File: src/rtl/mio_pkg.sv
// Purpose: constants and types for the eight-bit shared i/o port
// Assumes: classic wishbone slave, 32-bit data, word-aligned registers
// Notes:   offsets of all registers are local choices
package mio_pkg;
  localparam int unsigned PORT_W = 8;
  localparam logic [7:0] OFS_PIN   = 8'h00;
  localparam logic [7:0] OFS_LATCH = 8'h04;
  localparam logic [7:0] OFS_DIR   = 8'h08;
  localparam logic [7:0] OFS_MODE  = 8'h0C;
  localparam logic [7:0] OFS_MEMCTL = 8'h10;
  localparam logic [7:0] OFS_SPCTL = 8'h14;
  localparam logic [7:0] DIR_RESET   = 8'hFF;
  localparam logic [7:0] LATCH_RESET = 8'h00;
  localparam logic [7:0] MEMCTL_RESET = 8'h80;
  localparam logic [7:0] SPCTL_RESET = 8'h00;
  localparam logic [7:0] MODE_RESET  = 8'h00;
  localparam int unsigned EXT_BUS_DISABLE_BIT = 7;
  localparam int unsigned SPEN_BIT  = 4;
  localparam int unsigned MODE_MCU_BIT = 0;
  localparam int unsigned MODE_CPS_BIT = 1;
  localparam int unsigned MODE_BIG_BIT = 2;
  localparam int unsigned BIT7 = 7;
  localparam int unsigned SP_RD_BIT = 0;
  localparam int unsigned SP_WR_BIT = 1;
  localparam int unsigned SP_CS_BIT = 2;
  localparam int unsigned NREG = 6;

  typedef struct packed {
    logic [7:0] out;
    logic [7:0] oe;
  } mio_pad_out_t;

  typedef struct packed {
    logic rd_en;
    logic wr_en;
    logic cs;
  } mio_sp_ctl_t;
endpackage

File: src/rtl/mio_port.sv
// Purpose: eight-bit shared general purpose i/o port with wishbone registers
// Assumes: pad inputs synchronous to clk_i; one 100 MHz clock
// Notes:   pins are split into out/oe/in; the pad ring resolves the wire
//
// Added by the designer: the address map and the Wishbone slave port.
`timescale 1ns/100ps
`default_nettype none
module mio_port (
  input  wire logic                  clk_i,
  input  wire logic                  rst_i,
  // wishbone classic slave
  input  wire logic                  cyc_i,
  input  wire logic                  stb_i,
  input  wire logic                  we_i,
  input  wire logic [7:0]            adr_i,
  input  wire logic [3:0]            sel_i,
  input  wire logic [31:0]           dat_i,
  output logic      [31:0]           dat_o,
  output logic                       ack_o,
  output logic                       err_o,
  // pads
  input  wire logic [7:0]            pin_i,
  output mio_pkg::mio_pad_out_t      pad_o,
  // alternate compare/capture channel two
  input  wire logic                  compare_capture_pwm_ch2_out_i,
  output logic                       compare_capture_pwm_ch2_capture_o,
  // external memory bus high byte
  input  wire logic [7:0]            ext_addr_data_high_byte_out_i,
  input  wire logic                  ext_addr_data_high_byte_oe_i,
  output logic      [7:0]            ext_addr_data_high_byte_in_o,
  // parallel slave port controls
  output mio_pkg::mio_sp_ctl_t       sp_ctl_o,
  output logic                       slave_port_enable_o
);
  import mio_pkg::*;

  // register copies steering the pin logic
  logic [7:0] latch_r;
  logic [7:0] direction_reg_r;
  logic [7:0] mode_r;
  logic [7:0] memory_control_reg_r;
  logic [7:0] slave_port_control_reg_r;
  logic [7:0] pin_samp_r;
  logic       ack_r;
  logic       rd_pend_r;
  logic       rd_pin_r;
  logic       err_r;

  // bus decode
  logic       req;
  logic       hit;
  logic [2:0] idx;
  logic       wr_lane;
  logic       mem_we;
  logic [7:0] mem_rdata;

  function automatic logic [2:0] ofs_to_idx(input logic [7:0] a);
    return a[4:2];
  endfunction

  assign req     = cyc_i && stb_i && !ack_r && !err_r && !rd_pend_r;
  assign idx     = ofs_to_idx(adr_i);
  assign hit     = (adr_i[1:0] == 2'b00) && (adr_i < 8'(NREG * 4));
  assign wr_lane = sel_i[0];
  assign mem_we  = req && hit && we_i && wr_lane;

  // the pin-level address shares the latch slot in storage
  logic [2:0] mem_widx;
  assign mem_widx = (adr_i == OFS_PIN) ? ofs_to_idx(OFS_LATCH) : idx;

  mio_regmem u_mem (
    .clk_i   (clk_i),
    .rst_i   (rst_i),
    .we_i    (mem_we),
    .waddr_i (mem_widx),
    .wdata_i (dat_i[7:0]),
    .raddr_i (idx),
    .rdata_o (mem_rdata)
  );

  // shadow copies of control registers for the pin logic
  always_ff @(posedge clk_i) begin
    if (rst_i) begin
      latch_r                  <= LATCH_RESET;
      direction_reg_r          <= DIR_RESET;
      mode_r                   <= MODE_RESET;
      memory_control_reg_r     <= MEMCTL_RESET;
      slave_port_control_reg_r <= SPCTL_RESET;
    end else if (mem_we) begin
      unique case (adr_i)
        OFS_PIN, OFS_LATCH: latch_r <= dat_i[7:0];
        OFS_DIR:            direction_reg_r <= dat_i[7:0];
        OFS_MODE:           mode_r <= dat_i[7:0];
        OFS_MEMCTL:         memory_control_reg_r <= dat_i[7:0];
        OFS_SPCTL:          slave_port_control_reg_r <= dat_i[7:0];
        default:            latch_r <= latch_r;
      endcase
    end
  end

  // pin sampling, bit n is pin n
  always_ff @(posedge clk_i) begin
    if (rst_i) begin
      pin_samp_r <= 8'h00;
    end else begin
      pin_samp_r <= pin_i;
    end
  end

  // answer: writes ack next cycle, reads wait for registered memory
  always_ff @(posedge clk_i) begin
    if (rst_i) begin
      ack_r     <= 1'b0;
      err_r     <= 1'b0;
      rd_pend_r <= 1'b0;
      rd_pin_r  <= 1'b0;
    end else begin
      ack_r     <= (req && hit && we_i) || rd_pend_r;
      err_r     <= req && !hit;
      rd_pend_r <= req && hit && !we_i;
      rd_pin_r  <= req && !we_i && (adr_i == OFS_PIN);
    end
  end

  // read data: pin level from samples, latch from storage
  always_ff @(posedge clk_i) begin
    if (rst_i) begin
      dat_o <= 32'h0000_0000;
    end else if (rd_pend_r) begin
      dat_o <= rd_pin_r ? {24'h00_0000, pin_samp_r} : {24'h00_0000, mem_rdata};
    end else begin
      dat_o <= 32'h0000_0000;
    end
  end

  assign ack_o = ack_r;
  assign err_o = err_r;

  // pin function selection
  logic       big_pkg;
  logic       bus_on;
  logic       ccp_on;
  logic       sp_on;
  logic [7:0] nxt_out;
  logic [7:0] nxt_oe;

  assign big_pkg = mode_r[MODE_BIG_BIT];
  assign bus_on  = big_pkg && !memory_control_reg_r[EXT_BUS_DISABLE_BIT];
  assign ccp_on  = mode_r[MODE_MCU_BIT] && !mode_r[MODE_CPS_BIT] && !bus_on;
  assign sp_on   = slave_port_control_reg_r[SPEN_BIT] && !bus_on;

  // per pin driver: memory bus first, then port with channel override
  always_comb begin
    nxt_out = latch_r;
    nxt_oe  = ~direction_reg_r;
    if (ccp_on && !direction_reg_r[BIT7]) begin
      nxt_out[BIT7] = compare_capture_pwm_ch2_out_i;
    end
    if (bus_on) begin
      nxt_out = ext_addr_data_high_byte_out_i;
      nxt_oe  = {8{ext_addr_data_high_byte_oe_i}};
    end
  end

  // registered pad and side outputs
  always_ff @(posedge clk_i) begin
    if (rst_i) begin
      pad_o.out                    <= 8'h00;
      pad_o.oe                     <= 8'h00;
      compare_capture_pwm_ch2_capture_o               <= 1'b0;
      ext_addr_data_high_byte_in_o <= 8'h00;
      sp_ctl_o                     <= '0;
      slave_port_enable_o          <= 1'b0;
    end else begin
      pad_o.out                    <= nxt_out;
      pad_o.oe                     <= nxt_oe;
      compare_capture_pwm_ch2_capture_o               <= ccp_on && direction_reg_r[BIT7] && pin_i[BIT7];
      ext_addr_data_high_byte_in_o <= bus_on ? pin_i : 8'h00;
      // direction is never forced; controls count only as inputs
      sp_ctl_o.rd_en <= sp_on && direction_reg_r[SP_RD_BIT] && pin_i[SP_RD_BIT];
      sp_ctl_o.wr_en <= sp_on && direction_reg_r[SP_WR_BIT] && pin_i[SP_WR_BIT];
      sp_ctl_o.cs    <= sp_on && direction_reg_r[SP_CS_BIT] && pin_i[SP_CS_BIT];
      slave_port_enable_o <= sp_on;
    end
  end
endmodule
`default_nettype wire

File: src/rtl/mio_regmem.sv
// Purpose: small register store for the port, registered read data
// Assumes: one write port, one read port, same clock
// Notes:   read data lags the address by one clock
`timescale 1ns/100ps
`default_nettype none
module mio_regmem (
  input  wire logic       clk_i,
  input  wire logic       rst_i,
  input  wire logic       we_i,
  input  wire logic [2:0] waddr_i,
  input  wire logic [7:0] wdata_i,
  input  wire logic [2:0] raddr_i,
  output logic      [7:0] rdata_o
);
  import mio_pkg::*;
  logic [7:0] mem_r [NREG];

  // storage; reset loads every entry with its register default
  always_ff @(posedge clk_i) begin
    if (rst_i) begin
      mem_r[0] <= LATCH_RESET;
      mem_r[1] <= LATCH_RESET;
      mem_r[2] <= DIR_RESET;
      mem_r[3] <= MODE_RESET;
      mem_r[4] <= MEMCTL_RESET;
      mem_r[5] <= SPCTL_RESET;
    end else if (we_i && (waddr_i < 3'(NREG))) begin
      mem_r[waddr_i] <= wdata_i;
    end
  end

  // registered read port
  always_ff @(posedge clk_i) begin
    if (rst_i) begin
      rdata_o <= 8'h00;
    end else if (raddr_i < 3'(NREG)) begin
      rdata_o <= mem_r[raddr_i];
    end else begin
      rdata_o <= 8'h00;
    end
  end
endmodule
`default_nettype wire

File: config.mk
export PLATFORM = sky130hd
export DESIGN_NAME = mio_port
export DESIGN_NICKNAME = d
export VERILOG_FILES = /design/src/rtl/mio_pkg.sv /design/src/rtl/mio_port.sv /design/src/rtl/mio_regmem.sv
export SDC_FILE = /design/constraint.sdc
export NUM_CORES = 1
export LEC_CHECK = 0
export BUFFER_PORTS_ARGS = -buffer_cell sky130_fd_sc_hd__buf_4
export CORE_ASPECT_RATIO = 1.5
export CORE_UTILIZATION = 55
export CTS_BUF_LIST = sky130_fd_sc_hd__clkbuf_4
export CTS_CLUSTER_DIAMETER = 60
export DETAILED_ROUTE_END_ITERATION = 16
export PLACE_DENSITY = 0.82
export SLEW_MARGIN = 20
export SYNTH_ARGS = -nofsm -noshare
export SYNTH_HDL_FRONTEND = slang
export SYNTH_HIERARCHICAL = 1
export SYNTH_SLANG_ARGS = --single-unit
export TNS_END_PERCENT = 5
File: constraint.sdc
create_clock -name clk_i -period 3.5 [get_ports clk_i]
set_input_delay 0.525 -clock clk_i [delete_from_list [all_inputs] [get_ports clk_i]]
set_output_delay 0.525 -clock clk_i [all_outputs]
set_load 0.005 [all_outputs]
# Word level (Yosys, flattened, before mapping)

Memories as Yosys holds them, arrays and structs flattened. A register that Yosys moved wholly into a read port is not among the register bits.
Cells that the tools add are included.

Bits in registers: 105
Bits in writable memories: 48
Input port bits: 67
Memories: 1

Memories:

| name        | depth | width | read ports | clocked after Yosys merged registers in | wr ports | RTL line         | text |
|---|---|---|---|---|---|---|---|
| u_mem.mem_r | 6     | 8     | 1          | 1                                       | 6        | mio_regmem.sv:16 | `logic [7:0] mem_r [NREG];` |

Magnitude comparators: 3
Equal/unequal tests: 5
Multiplexer cells: 13
Bitwise gates (word level): 4
Reduce and logical (&&, ||, !) cells: 48

Operators by type and width:

| operator           | number |
|---|---|
| $mux 8             | 4 |
| $logic_and 1x1->1  | 26 |
| $eq 8x4->1 const B | 2 |
| $eq 8x5->1 const B | 2 |
| $reduce_and 2->1   | 5 |
| $logic_not 1->1    | 9 |
| $eq 8x3->1 const B | 1 |
| $logic_not 8->1    | 1 |
| $lt 8x5->1 const B | 1 |
| $not 8->8          | 1 |
| $reduce_or 2->1    | 4 |
| $reduce_or 8->1    | 1 |
| $mux 1             | 7 |
| $lt 3x3->1 const B | 2 |
| $mux 3             | 2 |
| $not 1->1          | 3 |
| $logic_not 2->1    | 1 |
| $logic_or 1x1->1   | 1 |

# Longest topological paths before layout

Gate-level depths: netlist of the first run.

Depth in word-level cells: 13
Depth in mapped cells: 8

# Modules after synthesis

The synthesis of the first run kept the hierarchy.

Modules (own cells, without submodules):

| module     | times used | cells an instance | area an instance (um^2) |
|---|---|---|---|
| mio_port   | 1          | 289               | 2738.9 |
| mio_regmem | 1          | 184               | 2376.0 |

# Worst setup path before layout of the first run

No wires, ideal clock.

Kind: in2reg
Start point: input adr_i[1]
End point: memory u_mem.mem_r[0][0] (enable)
Data arrival time: 2.258 ns
Data required time: 3.166 ns
Path slack: 0.908 ns
Stages: 8
Buffers on the path: 1
Cells stage by stage: nor3_4 > nand2_2 > a21o_1 > nor2_1 > nor3b_2 > or3b_1 > buf_2 > nand2b_1

RTL lines:

| element     | RTL line         | text |
|---|---|---|
| from (decl) | mio_port.sv:15   | `input wire logic [7:0] adr_i,` |
| to (decl)   | mio_regmem.sv:16 |  |

==> impl_metrics.py, run 1 <==
metrics = {
    "outcome": {
        "status": "finished clean",
    },
    "synthesis": {
        "yosys_most_used_dff": "dfxtp_1",
        "yosys.area_share.xor_xnor_pct": 0,
        "synth_enable_flop_cells": 48,
        "synth-warning-count": 6,
        "ys_async_sr_fraction_pct": 0,
        "synth_area_um2": 5110,
        "synthSimpleGateAreaFrac_pct": 19.2,
        "yosys-top-cells-area": "dfxtp_1 (31%), edfxtp_1 (28%), mux2i_1 (8.2%)",
        "synth_mux_area_share_pct": 8.22,
        "synth.distinct_cells": 46,
        "yosys.area.top_type": "dfxtp_1",
        "ys_ff_latch": 126,
        "ys_seq_area_share_pct": 58.7,
        "synthAdderAreaFrac_pct": 0,
        "synth_compound_area_share_pct": 6.65,
        "avgSynthCellArea_um2": 10.8,
        "synth_top_family_by_area": "simple AND/OR/NAND/NOR gates",
        "synth_top_area_share_pct": 30.5,
        "synth_cells": 473,
    },
    "cts": {
        "clk_latency_ns": 0.51,
        "cts_hold_buf": 0,
        "clock-sinks": 126,
        "postCtsSetupBuffers": 0,
        "root_buffer": "clkbuf_4",
        "cts_max_path_buffers": 2,
        "cts_resized": 0,
        "h-tree-depth": 4,
        "cts_tree": "built",
        "cts_buffers": 17,
        "clkTransAtPathRegs_ns": 0.10,
    },
    "routing": {
        "drtPass1Iterations": 5,
        "drc": 0,
        "ant_nets": 0,
        "drt_iter0_drc": 206,
        "vias_per_cell": 5.43,
        "wl_um": 10600,
        "vias": 3599,
        "post_drt_wl_per_cell_um": 15.9,
    },
    "floorplan": {
        "row_count": 42,
        "floorplan.die.height_um": 120,
        "core_area_um2": 8930,
        "io_pins": 130,
        "start_util_pct": 57.3,
        "dieArea_um2": 9700,
        "fp.dieW_um": 80.7,
    },
    "global_routing": {
        "use_met2_pct": 41.6,
        "grt_use_total_pct": 23.7,
        "top_usage_layer": "met2",
        "grt_max_degree": 69,
        "grtUsageMet3_pct": 6.39,
        "antenna_found_initial": 0,
        "grt_pass1_vias": 3567,
        "overflow": 0,
        "use_met1_pct": 23.0,
        "grt_pass1_wl_um": 16400,
    },
    "sta": {
        "clock_skew_ns": 0.0132,
        "fmax_mhz": 373,
        "setup_viol": 0,
        "rsz0062_at_grt": "no",
        "worst_pin_slew_ns": 0.761,
        "final_hold_viol_count": 0,
        "drv_slew": 0,
        "fin_setup_tns_ns": 0,
        "period_minus_slack_ns": 2.68,
        "finalHoldWorstSlack_ns": 0.199,
        "relSlewSlack_pct": 49.2,
        "post-route-period-util_pct": 76.6,
    },
    "power_and_ir_drop": {
        "p_leak_nw": 2.33,
        "irDropWorstVdd_mv": 0.282,
        "total_power_mw": 2.57,
        "p_per_area_nw_per_um2": 439,
        "p_clk_share_pct": 33.5,
        "p_int_mw": 1.97,
        "sequentialPowerShare_pct": 60.6,
        "comb_power_share_pct": 5.9,
        "p_sw_mw": 0.602,
        "p_sw_share_pct": 23.4,
    },
    "placed_design": {
        "place_inst": 632,
        "io_buffer_count": 78,
        "gp_congestion": 0.817,
        "dp_hpwl_um": 7730,
    },
    "final_layout": {
        "nets": 608,
        "area_growth_syn_to_layout_pct": 14.3,
        "drive_above_1_share_pct": 21.9,
        "finalNonFillerCells": 663,
        "num_antenna_cells": 0,
        "fillers": 698,
    },
    "setup_path": {
        "end_kind": "register",
        "critPathKind": "reg2reg",
        "cp_data_required_time_ns": 3.67,
        "worstPathArrival_ns": 2.85,
        "cp_max_fo": 11,
        "crit_path_start_kind": "register",
    },
    "run": {
        "max_cap_violations": 0,
    },
    "hold_path": {
        "worstHoldPathType": "in2reg",
    },
}
## power groups by stage
stage / clock network (mW) / logic [mW] / registers, mW
after floorplan: 0 / 0.110 / 1.59
after global placement: 0 / 0.146 / 1.59
after detailed placement: 0 / 0.150 / 1.59
after CTS: 0.879 / 0.150 / 1.56
after global routing: 0.939 / 0.164 / 1.56
final: 0.861 / 0.151 / 1.56
## cell usage in the layout, fill, tap and decap left out, types with 2 or more instances in the layout
cell and instances:
clkinv_1 3, or3b_1 3, edfxtp_1 48, or2_2 2
nor4_1 2, buf_4 79, nand3_1 21, and2_1 10
nor2b_1 12, conb_1 24, o21ai_1 7, nor2_1 62
o22a_1 8, o21ai_0 13, and3_1 3, clkinv_4 2
clkbuf_4 19, inv_1 11, inv_4 3, nor3_1 3
clkinv_2 2, dfxtp_1 78, a21oi_1 26, mux2i_1 42
nand2_2 2, nand2_1 30, nand2b_1 17
## flip-flops by register name, indices dropped and copies added (netlist names), 3 cells and up
| register | count |
|---|---|
| mode_r | 3 |
| dat_o | 8 |
| sp_ctl_o | 3 |
| u_mem/mem_r | 48 |
| direction_reg_r | 8 |
| u_mem/rdata_o | 8 |
| pin_samp_r | 8 |
| pad_o | 16 |
| ext_addr_data_high_byte_in_o | 8 |
| latch_r | 8 |
## cells by family after synthesis
kind of cell / after synthesis
AO/OA/AOI/OAI: 59
buffers and inverters: 64
flip-flops: 126
multiplexers: 42
other: 1
AND/OR/NAND/NOR: 181
## routing by layer
| metal | vias to the layer above | part of all wire [%] |
|---|---|---|
| li1 | 1703 | - |
| met1 | 1713 | 34 |
| met2 | 138 | 55 |
| met3 | 45 | 5.0 |
| met4 | 0 | 5.5 |
| met5 | - | 0 |
## through the flow
step | setup WS [ns] | cell area (µm²) | utilization, %
after floorplan | 0.908 | 5200 | -
after global placement | 0.508 | 5610 | 62.8
after detailed placement | 0.449 | 5610 | 62.8
after CTS | 0.830 | 5840 | 65.4
after global routing | 0.699 | 5840 | 65.4
final | 0.818 | 5840 | 65.4
## worst max-delay path, cell delays in order, from the launching register on
cell and delay, ns:
dfxtp_1 0.34, and4bb_2 0.38, nand2_2 0.18, nor2_1 0.22
nor3b_2 0.33, or3b_1 0.54, nand2b_1 0.36
## cells in the mapped netlist, types with 2 or more instances
master,number
and3_1,3
nand2_2,2
inv_1,11
buf_6,2
buf_2,9
a21oi_1,26
nand2_1,30
edfxtp_1,48
o22a_1,8
clkbuf_1,11
nor2b_1,12
nand3_1,21
nand2b_1,17
mux2i_1,42
nor2_1,62
dfxtp_1,78
o21ai_1,7
or3b_1,3
or2_2,2
clkbuf_2,2
nor4_1,2
nor3_1,3
and2_1,10
o21ai_0,13
buf_1,3
buf_4,26
## final timing paths
kind	start	endpoint	cells past startpoint	slack [ns]
worst min-delay path	we_i	rd_pend_r	2	0.20
worst max register to register	err_o	u_mem/mem_r[0][4]	6	0.82
worst max-delay path	err_o	u_mem/mem_r[0][4]	6	0.82
worst min register to register	latch_r[3]	pad_o[11]	2	0.46
## final cells by class
type	count	area (µm²)	area share (%)
timing repair buffer	79	593	10.1
multi-input combinational	306	1830	31.3
clock buffer	19	143	2.44
sequential	126	3000	51.4
clock inverter	12	95.1	1.63
tap	110	138	2.35
inverter	11	41.3	0.706
Power figures use the tool's default switching activity.
==> run 2, diff against run 1 <==
==> constraint.sdc (replaced) <==
create_clock -name clk_i -period 2.7 [get_ports clk_i]
set_input_delay 0.405 -clock clk_i [delete_from_list [all_inputs] [get_ports clk_i]]
set_output_delay 0.405 -clock clk_i [all_outputs]
set_load 0.005 [all_outputs]
==> run 2 against run 1 <==
  * Sequential share of layout area shrank 1.1 points
  * Register-to-register slack got worse by 0.42 ns
  * Via count increased by 1.3%
  * Hold slack worse by 0.14 ns
  * Cell area increased by 2.1%
  * Worst setup slack got worse by 0.42 ns
  * Critical path type unchanged
  * Critical endpoint is now u_mem/mem_r[0][5]
==> impl_metrics.py, run 2 (same netlist as run 1, synthesis figures left out) <==
metrics = {
    "setup_path": {
        "cp_max_fo": 11,
        "cp_cell_sequence": "and4bb_2 > nand2_2 > nor2_1 > nor3b_2 > or3b_1 > nand2b_1",
        "cp_top_family": "simple AND/OR/NAND/NOR gates",
        "critPathKind": "reg2reg",
        "cp_data_required_time_ns": 2.88,
        "crit_path_start_kind": "register",
        "cp_slowest_stage_delay_ns": 0.39,
        "crit_cells": 6,
        "cp_slowest_cell": "or3b_1",
        "end_kind": "register",
        "critical_path_buf_inv_count": 0,
        "worstPathArrival_ns": 2.48,
        "rr_worst_depth": 6,
    },
    "sta": {
        "clock_skew_ns": 0.0125,
        "rsz0062_at_grt": "no",
        "period_minus_slack_ns": 2.30,
        "relSlewSlack_pct": 48.3,
        "fin_setup_tns_ns": 0,
        "fmax_mhz": 434,
        "final_hold_viol_count": 0,
        "setup_viol": 0,
        "drv_slew": 0,
        "post-route-period-util_pct": 85.3,
        "worst_pin_slew_ns": 0.774,
    },
    "power_and_ir_drop": {
        "p_per_area_nw_per_um2": 589,
        "p_leak_nw": 2.40,
        "irDropWorstVdd_mv": 0.367,
    },
    "global_routing": {
        "grt_max_degree": 53,
        "grt_pass1_wl_um": 17000,
        "overflow": 0,
        "grt_use_total_pct": 24.6,
        "grt_pass1_vias": 3534,
        "antenna_found_initial": 0,
    },
    "cts": {
        "clk_latency_ns": 0.52,
        "cts_buffers": 17,
        "clkTransAtPathRegs_ns": 0.11,
        "clock-sinks": 126,
        "cts_tree": "built",
        "cts_hold_buf": 0,
        "h-tree-depth": 4,
        "postCtsSetupBuffers": 0,
        "cts_max_path_buffers": 2,
        "root_buffer": "clkbuf_4",
        "cts_resized": 0,
    },
    "final_layout": {
        "final_cell_mix": "buf_4 (89), dfxtp_1 (78), nor2_1 (62)",
        "fillers": 684,
        "fin_util_pct": 66.8,
        "largest_register_ffs": 48,
        "area_growth_syn_to_layout_pct": 16.7,
        "drive_above_1_share_pct": 23.8,
        "largestRegisters": "u_mem/mem_r x48, pad_o x16",
        "fin_area_um2": 5970,
        "layout_commonest_cell": "buf_4",
        "nets": 618,
        "max_flop_register": "u_mem/mem_r",
        "num_antenna_cells": 0,
    },
    "routing": {
        "drc": 0,
        "drtPass1Iterations": 4,
        "ant_nets": 0,
        "wl_um": 11100,
        "vias_per_cell": 5.41,
        "drt_iter0_drc": 190,
        "post_drt_wl_per_cell_um": 16.4,
        "vias": 3644,
    },
    "floorplan": {
        "floorplan.die.height_um": 120,
        "core_area_um2": 8930,
        "row_count": 42,
        "fp.dieW_um": 80.7,
        "io_pins": 130,
        "dieArea_um2": 9700,
        "start_util_pct": 57.3,
    },
    "placed_design": {
        "placed_area_um2": 5680,
        "io_buffer_count": 78,
        "dp_hpwl_um": 7720,
        "gp_congestion": 0.857,
    },
    "hold_path": {
        "worstHoldPathType": "in2reg",
        "holdPathStages": 2,
    },
    "outcome": {
        "status": "finished clean",
    },
    "run": {
        "max_cap_violations": 0,
    },
}
==> run 2: area by class of cell <==
cell class	count	area, µm²	area share [%]
inverters	11	41.3	0.692
multi-input cells	306	1830	30.7
clock buffers	17	128	2.14
clock inverters	15	159	2.66
repair buffers	89	668	11.2
well taps	110	138	2.31
flip-flops and latches	126	3000	50.3
==> run 2: power breakdown <==
| group | switching, mW | total, mW | internal, mW |
|---|---|---|---|
| Clock | 0.732 | 1.30 | 0.563 |
| Sequential | 0.0115 | 2.02 | 2.01 |
| Combinational | 0.119 | 0.200 | 0.0813 |
| Total | 0.862 | 3.51 | 2.65 |
==> run 2: worst reg2reg max path, delay by kind of cell, from the launching register on <==
| family | cells | cell delay, ns |
|---|---|---|
| AND/OR/NAND/NOR | 6 | 1.61 |
| flip-flops | 1 | 0.34 |
==> run 2: metrics by stage <==
stage / power [mW] / hold slack (ns) / cells / worst slack [ns]
global placement: 2.25 / 0.443 / 642 / 0.312
finish: 3.51 / 0.0603 / 674 / 0.397
floorplan: 2.20 / 0.433 / 496 / 0.228
global route: 3.63 / 0.0100 / 674 / 0.237
detailed placement: 2.26 / 0.449 / 642 / 0.259
CTS: 3.53 / 0.0267 / 674 / 0.409
==> run 2: metal layers <==
metal	part of all wire [%]	vias up	global-route usage [%]
li1	-	1726	-
met2	54	135	42.0
met1	36	1748	25.7
met5	0	-	0
met3	5.3	35	6.92
met4	4.6	0	16.1
==> run 2: worst paths after layout <==
path,startpoint,end,slack (ns)
worst min register to register,latch_r[1],pad_o[9],0.45
worst max register to register,rd_pend_r,u_mem/mem_r[0][5],0.40
worst max-delay path,rd_pend_r,u_mem/mem_r[0][5],0.40
worst min-delay path,we_i,rd_pend_r,0.06
==> run 3, diff against run 2 <==
==> constraint.sdc (replaced) <==
create_clock -name clk_i -period 2.7 [get_ports clk_i]
set_input_delay 0 -clock clk_i [delete_from_list [all_inputs] [get_ports clk_i]]
set_output_delay 0 -clock clk_i [all_outputs]
set_load 0.005 [all_outputs]
==> run 3 against run 2 <==
  * Count of clock-buffer cells in the layout did not move
  * Register-to-register slack got worse by 0.097 ns
  * Non-clock buffer count rose by 44
  * Sequential cell count did not move
  * Cell area rose by 6.6%
  * Global-route usage rose by 3.4 points
  * Cell count rose by 6.4%
  * Critical endpoint is now u_mem/mem_r[0][4]
  * Largest cell class unchanged
  * Highest routed layer unchanged
==> impl_metrics.py, run 3 (same netlist as run 1, synthesis figures left out) <==
metrics = {
    "floorplan": {
        "dieArea_um2": 9700,
        "core_area_um2": 8930,
        "start_util_pct": 57.3,
        "row_count": 42,
        "fp.dieW_um": 80.7,
        "floorplan.die.height_um": 120,
        "io_pins": 130,
    },
    "setup_path": {
        "cp_cell_sequence": "dlygate4sd3_1 > buf_4 > nor2_1 > dlygate4sd3_1 > nand2_2 > a21o_1 > nor2_1 > nor3b_2 > or3b_1 > nand2b_2",
        "crit_path_start_kind": "primary input",
        "cp_top_family": "simple AND/OR/NAND/NOR gates",
        "worstPathArrival_ns": 2.81,
        "cp_slowest_stage_delay_ns": 0.56,
        "cp_max_fo": 8,
        "cp_data_required_time_ns": 2.93,
        "critPathKind": "in2reg",
        "critical_path_buf_inv_count": 3,
        "cp_slowest_cell": "dlygate4sd3_1",
        "end_kind": "register",
    },
    "run": {
        "max_cap_violations": 0,
    },
    "global_routing": {
        "grt_max_degree": 69,
        "grt_use_total_pct": 28.0,
        "grt_pass1_wl_um": 19400,
        "overflow": 0,
        "grt_pass1_vias": 4005,
        "antenna_found_initial": 0,
    },
    "sta": {
        "fin_setup_tns_ns": 0,
        "clock_skew_ns": 0.0208,
        "setup_viol": 0,
        "fmax_mhz": 388,
        "relSlewSlack_pct": 50.3,
        "worst_pin_slew_ns": 0.745,
        "post-route-period-util_pct": 95.5,
        "final_hold_viol_count": 0,
        "period_minus_slack_ns": 2.58,
        "rsz0062_at_grt": "no",
        "drv_slew": 0,
    },
    "final_layout": {
        "largestRegisters": "u_mem/mem_r x48, pad_o x16",
        "drive_above_1_share_pct": 21.4,
        "area_growth_syn_to_layout_pct": 24.4,
        "nets": 662,
        "layout_commonest_cell": "buf_4",
        "final_cell_mix": "buf_4 (84), dfxtp_1 (78), nor2_1 (62)",
        "largest_register_ffs": 48,
        "max_flop_register": "u_mem/mem_r",
        "num_antenna_cells": 0,
    },
    "routing": {
        "wl_um": 12700,
        "drt_iter0_drc": 245,
        "ant_nets": 0,
        "drc": 0,
        "post_drt_wl_per_cell_um": 17.7,
        "vias": 3939,
        "vias_per_cell": 5.49,
        "drtPass1Iterations": 5,
    },
    "power_and_ir_drop": {
        "irDropWorstVdd_mv": 0.364,
        "total_power_mw": 3.32,
        "p_leak_nw": 2.57,
        "p_per_area_nw_per_um2": 521,
    },
    "placed_design": {
        "dp_hpwl_um": 8010,
        "gp_congestion": 0.837,
        "io_buffer_count": 78,
    },
    "cts": {
        "postCtsSetupBuffers": 0,
        "cts_max_path_buffers": 2,
        "clk_latency_ns": 0.54,
        "clkTransAtPathRegs_ns": 0.10,
        "h-tree-depth": 4,
        "cts_buffers": 17,
        "root_buffer": "clkbuf_4",
        "cts_tree": "built",
        "clock-sinks": 126,
    },
    "outcome": {
        "status": "finished clean",
    },
    "hold_path": {
        "worstHoldPathType": "in2reg",
    },
}
-- run 3: final timing paths --
check             slack [ns]                end  cells after the start        startpoint
hold reg to reg         0.47           dat_o[4]                      2  u_mem/rdata_o[4]
hold / removal          0.03          mode_r[1]                      5          adr_i[7]
setup reg to reg        0.30  u_mem/mem_r[0][4]                      6             err_o
setup / recovery        0.12  u_mem/mem_r[0][4]                     10          adr_i[6]
-- run 3: final cells by class --
type	instances	area, µm²
Clock inverter	14	93.8
Inverter	11	41.3
Tap cell	110	138
Fill cell	584	2570
Sequential cell	126	3000
Timing Repair Buffer	133	1120
Multi-Input combinational cell	306	1840
Clock buffer	17	128
-- run 3: worst min-delay path: cells and delay by family --
family	cells	cell delay, ns
simple gates	3	0.35
compound gates	1	0.06
buf+inv	1	0.10
-- run 3: what timing repair did --
action,4_1_cts,5_1_grt
gates resized for setup,0,2
endpoints found under the setup margin,0,12
hold endpoints to repair,69,0
hold buffers,49,0
-- run 3: metal layers --
layer	track usage, %	vias to the layer above	part of all wire, %
met2	51.4	207	56
li1	-	1816	-
met3	7.60	63	6.3
met4	20.0	0	6.1
met1	25.3	1853	31
met5	0	-	0
-- run 3: where the power goes --
| part | total (mW) | internal (mW) | switching, mW |
|---|---|---|---|
| clock | 1.05 | 0.356 | 0.698 |
| sequential | 2.02 | 2.01 | 0.0120 |
| combinational | 0.244 | 0.114 | 0.130 |
-- run 3: per-stage QoR --
step / worst slack (ns) / hold slack, ns / util, % / cell area [µm²] / instances
2_1_floorplan: 0.366 / 0.0787 / - / 5200 / 496
3_3_place_gp: 0.330 / 0.197 / 63.2 / 5640 / 637
3_5_place_dp: 0.272 / 0.202 / 63.2 / 5640 / 637
4_1_cts: 0.0804 / 0.0119 / 71.1 / 6360 / 717
5_1_grt: 0.0234 / 0.0418 / 71.2 / 6360 / 717
6_report: 0.120 / 0.0276 / 71.2 / 6360 / 717
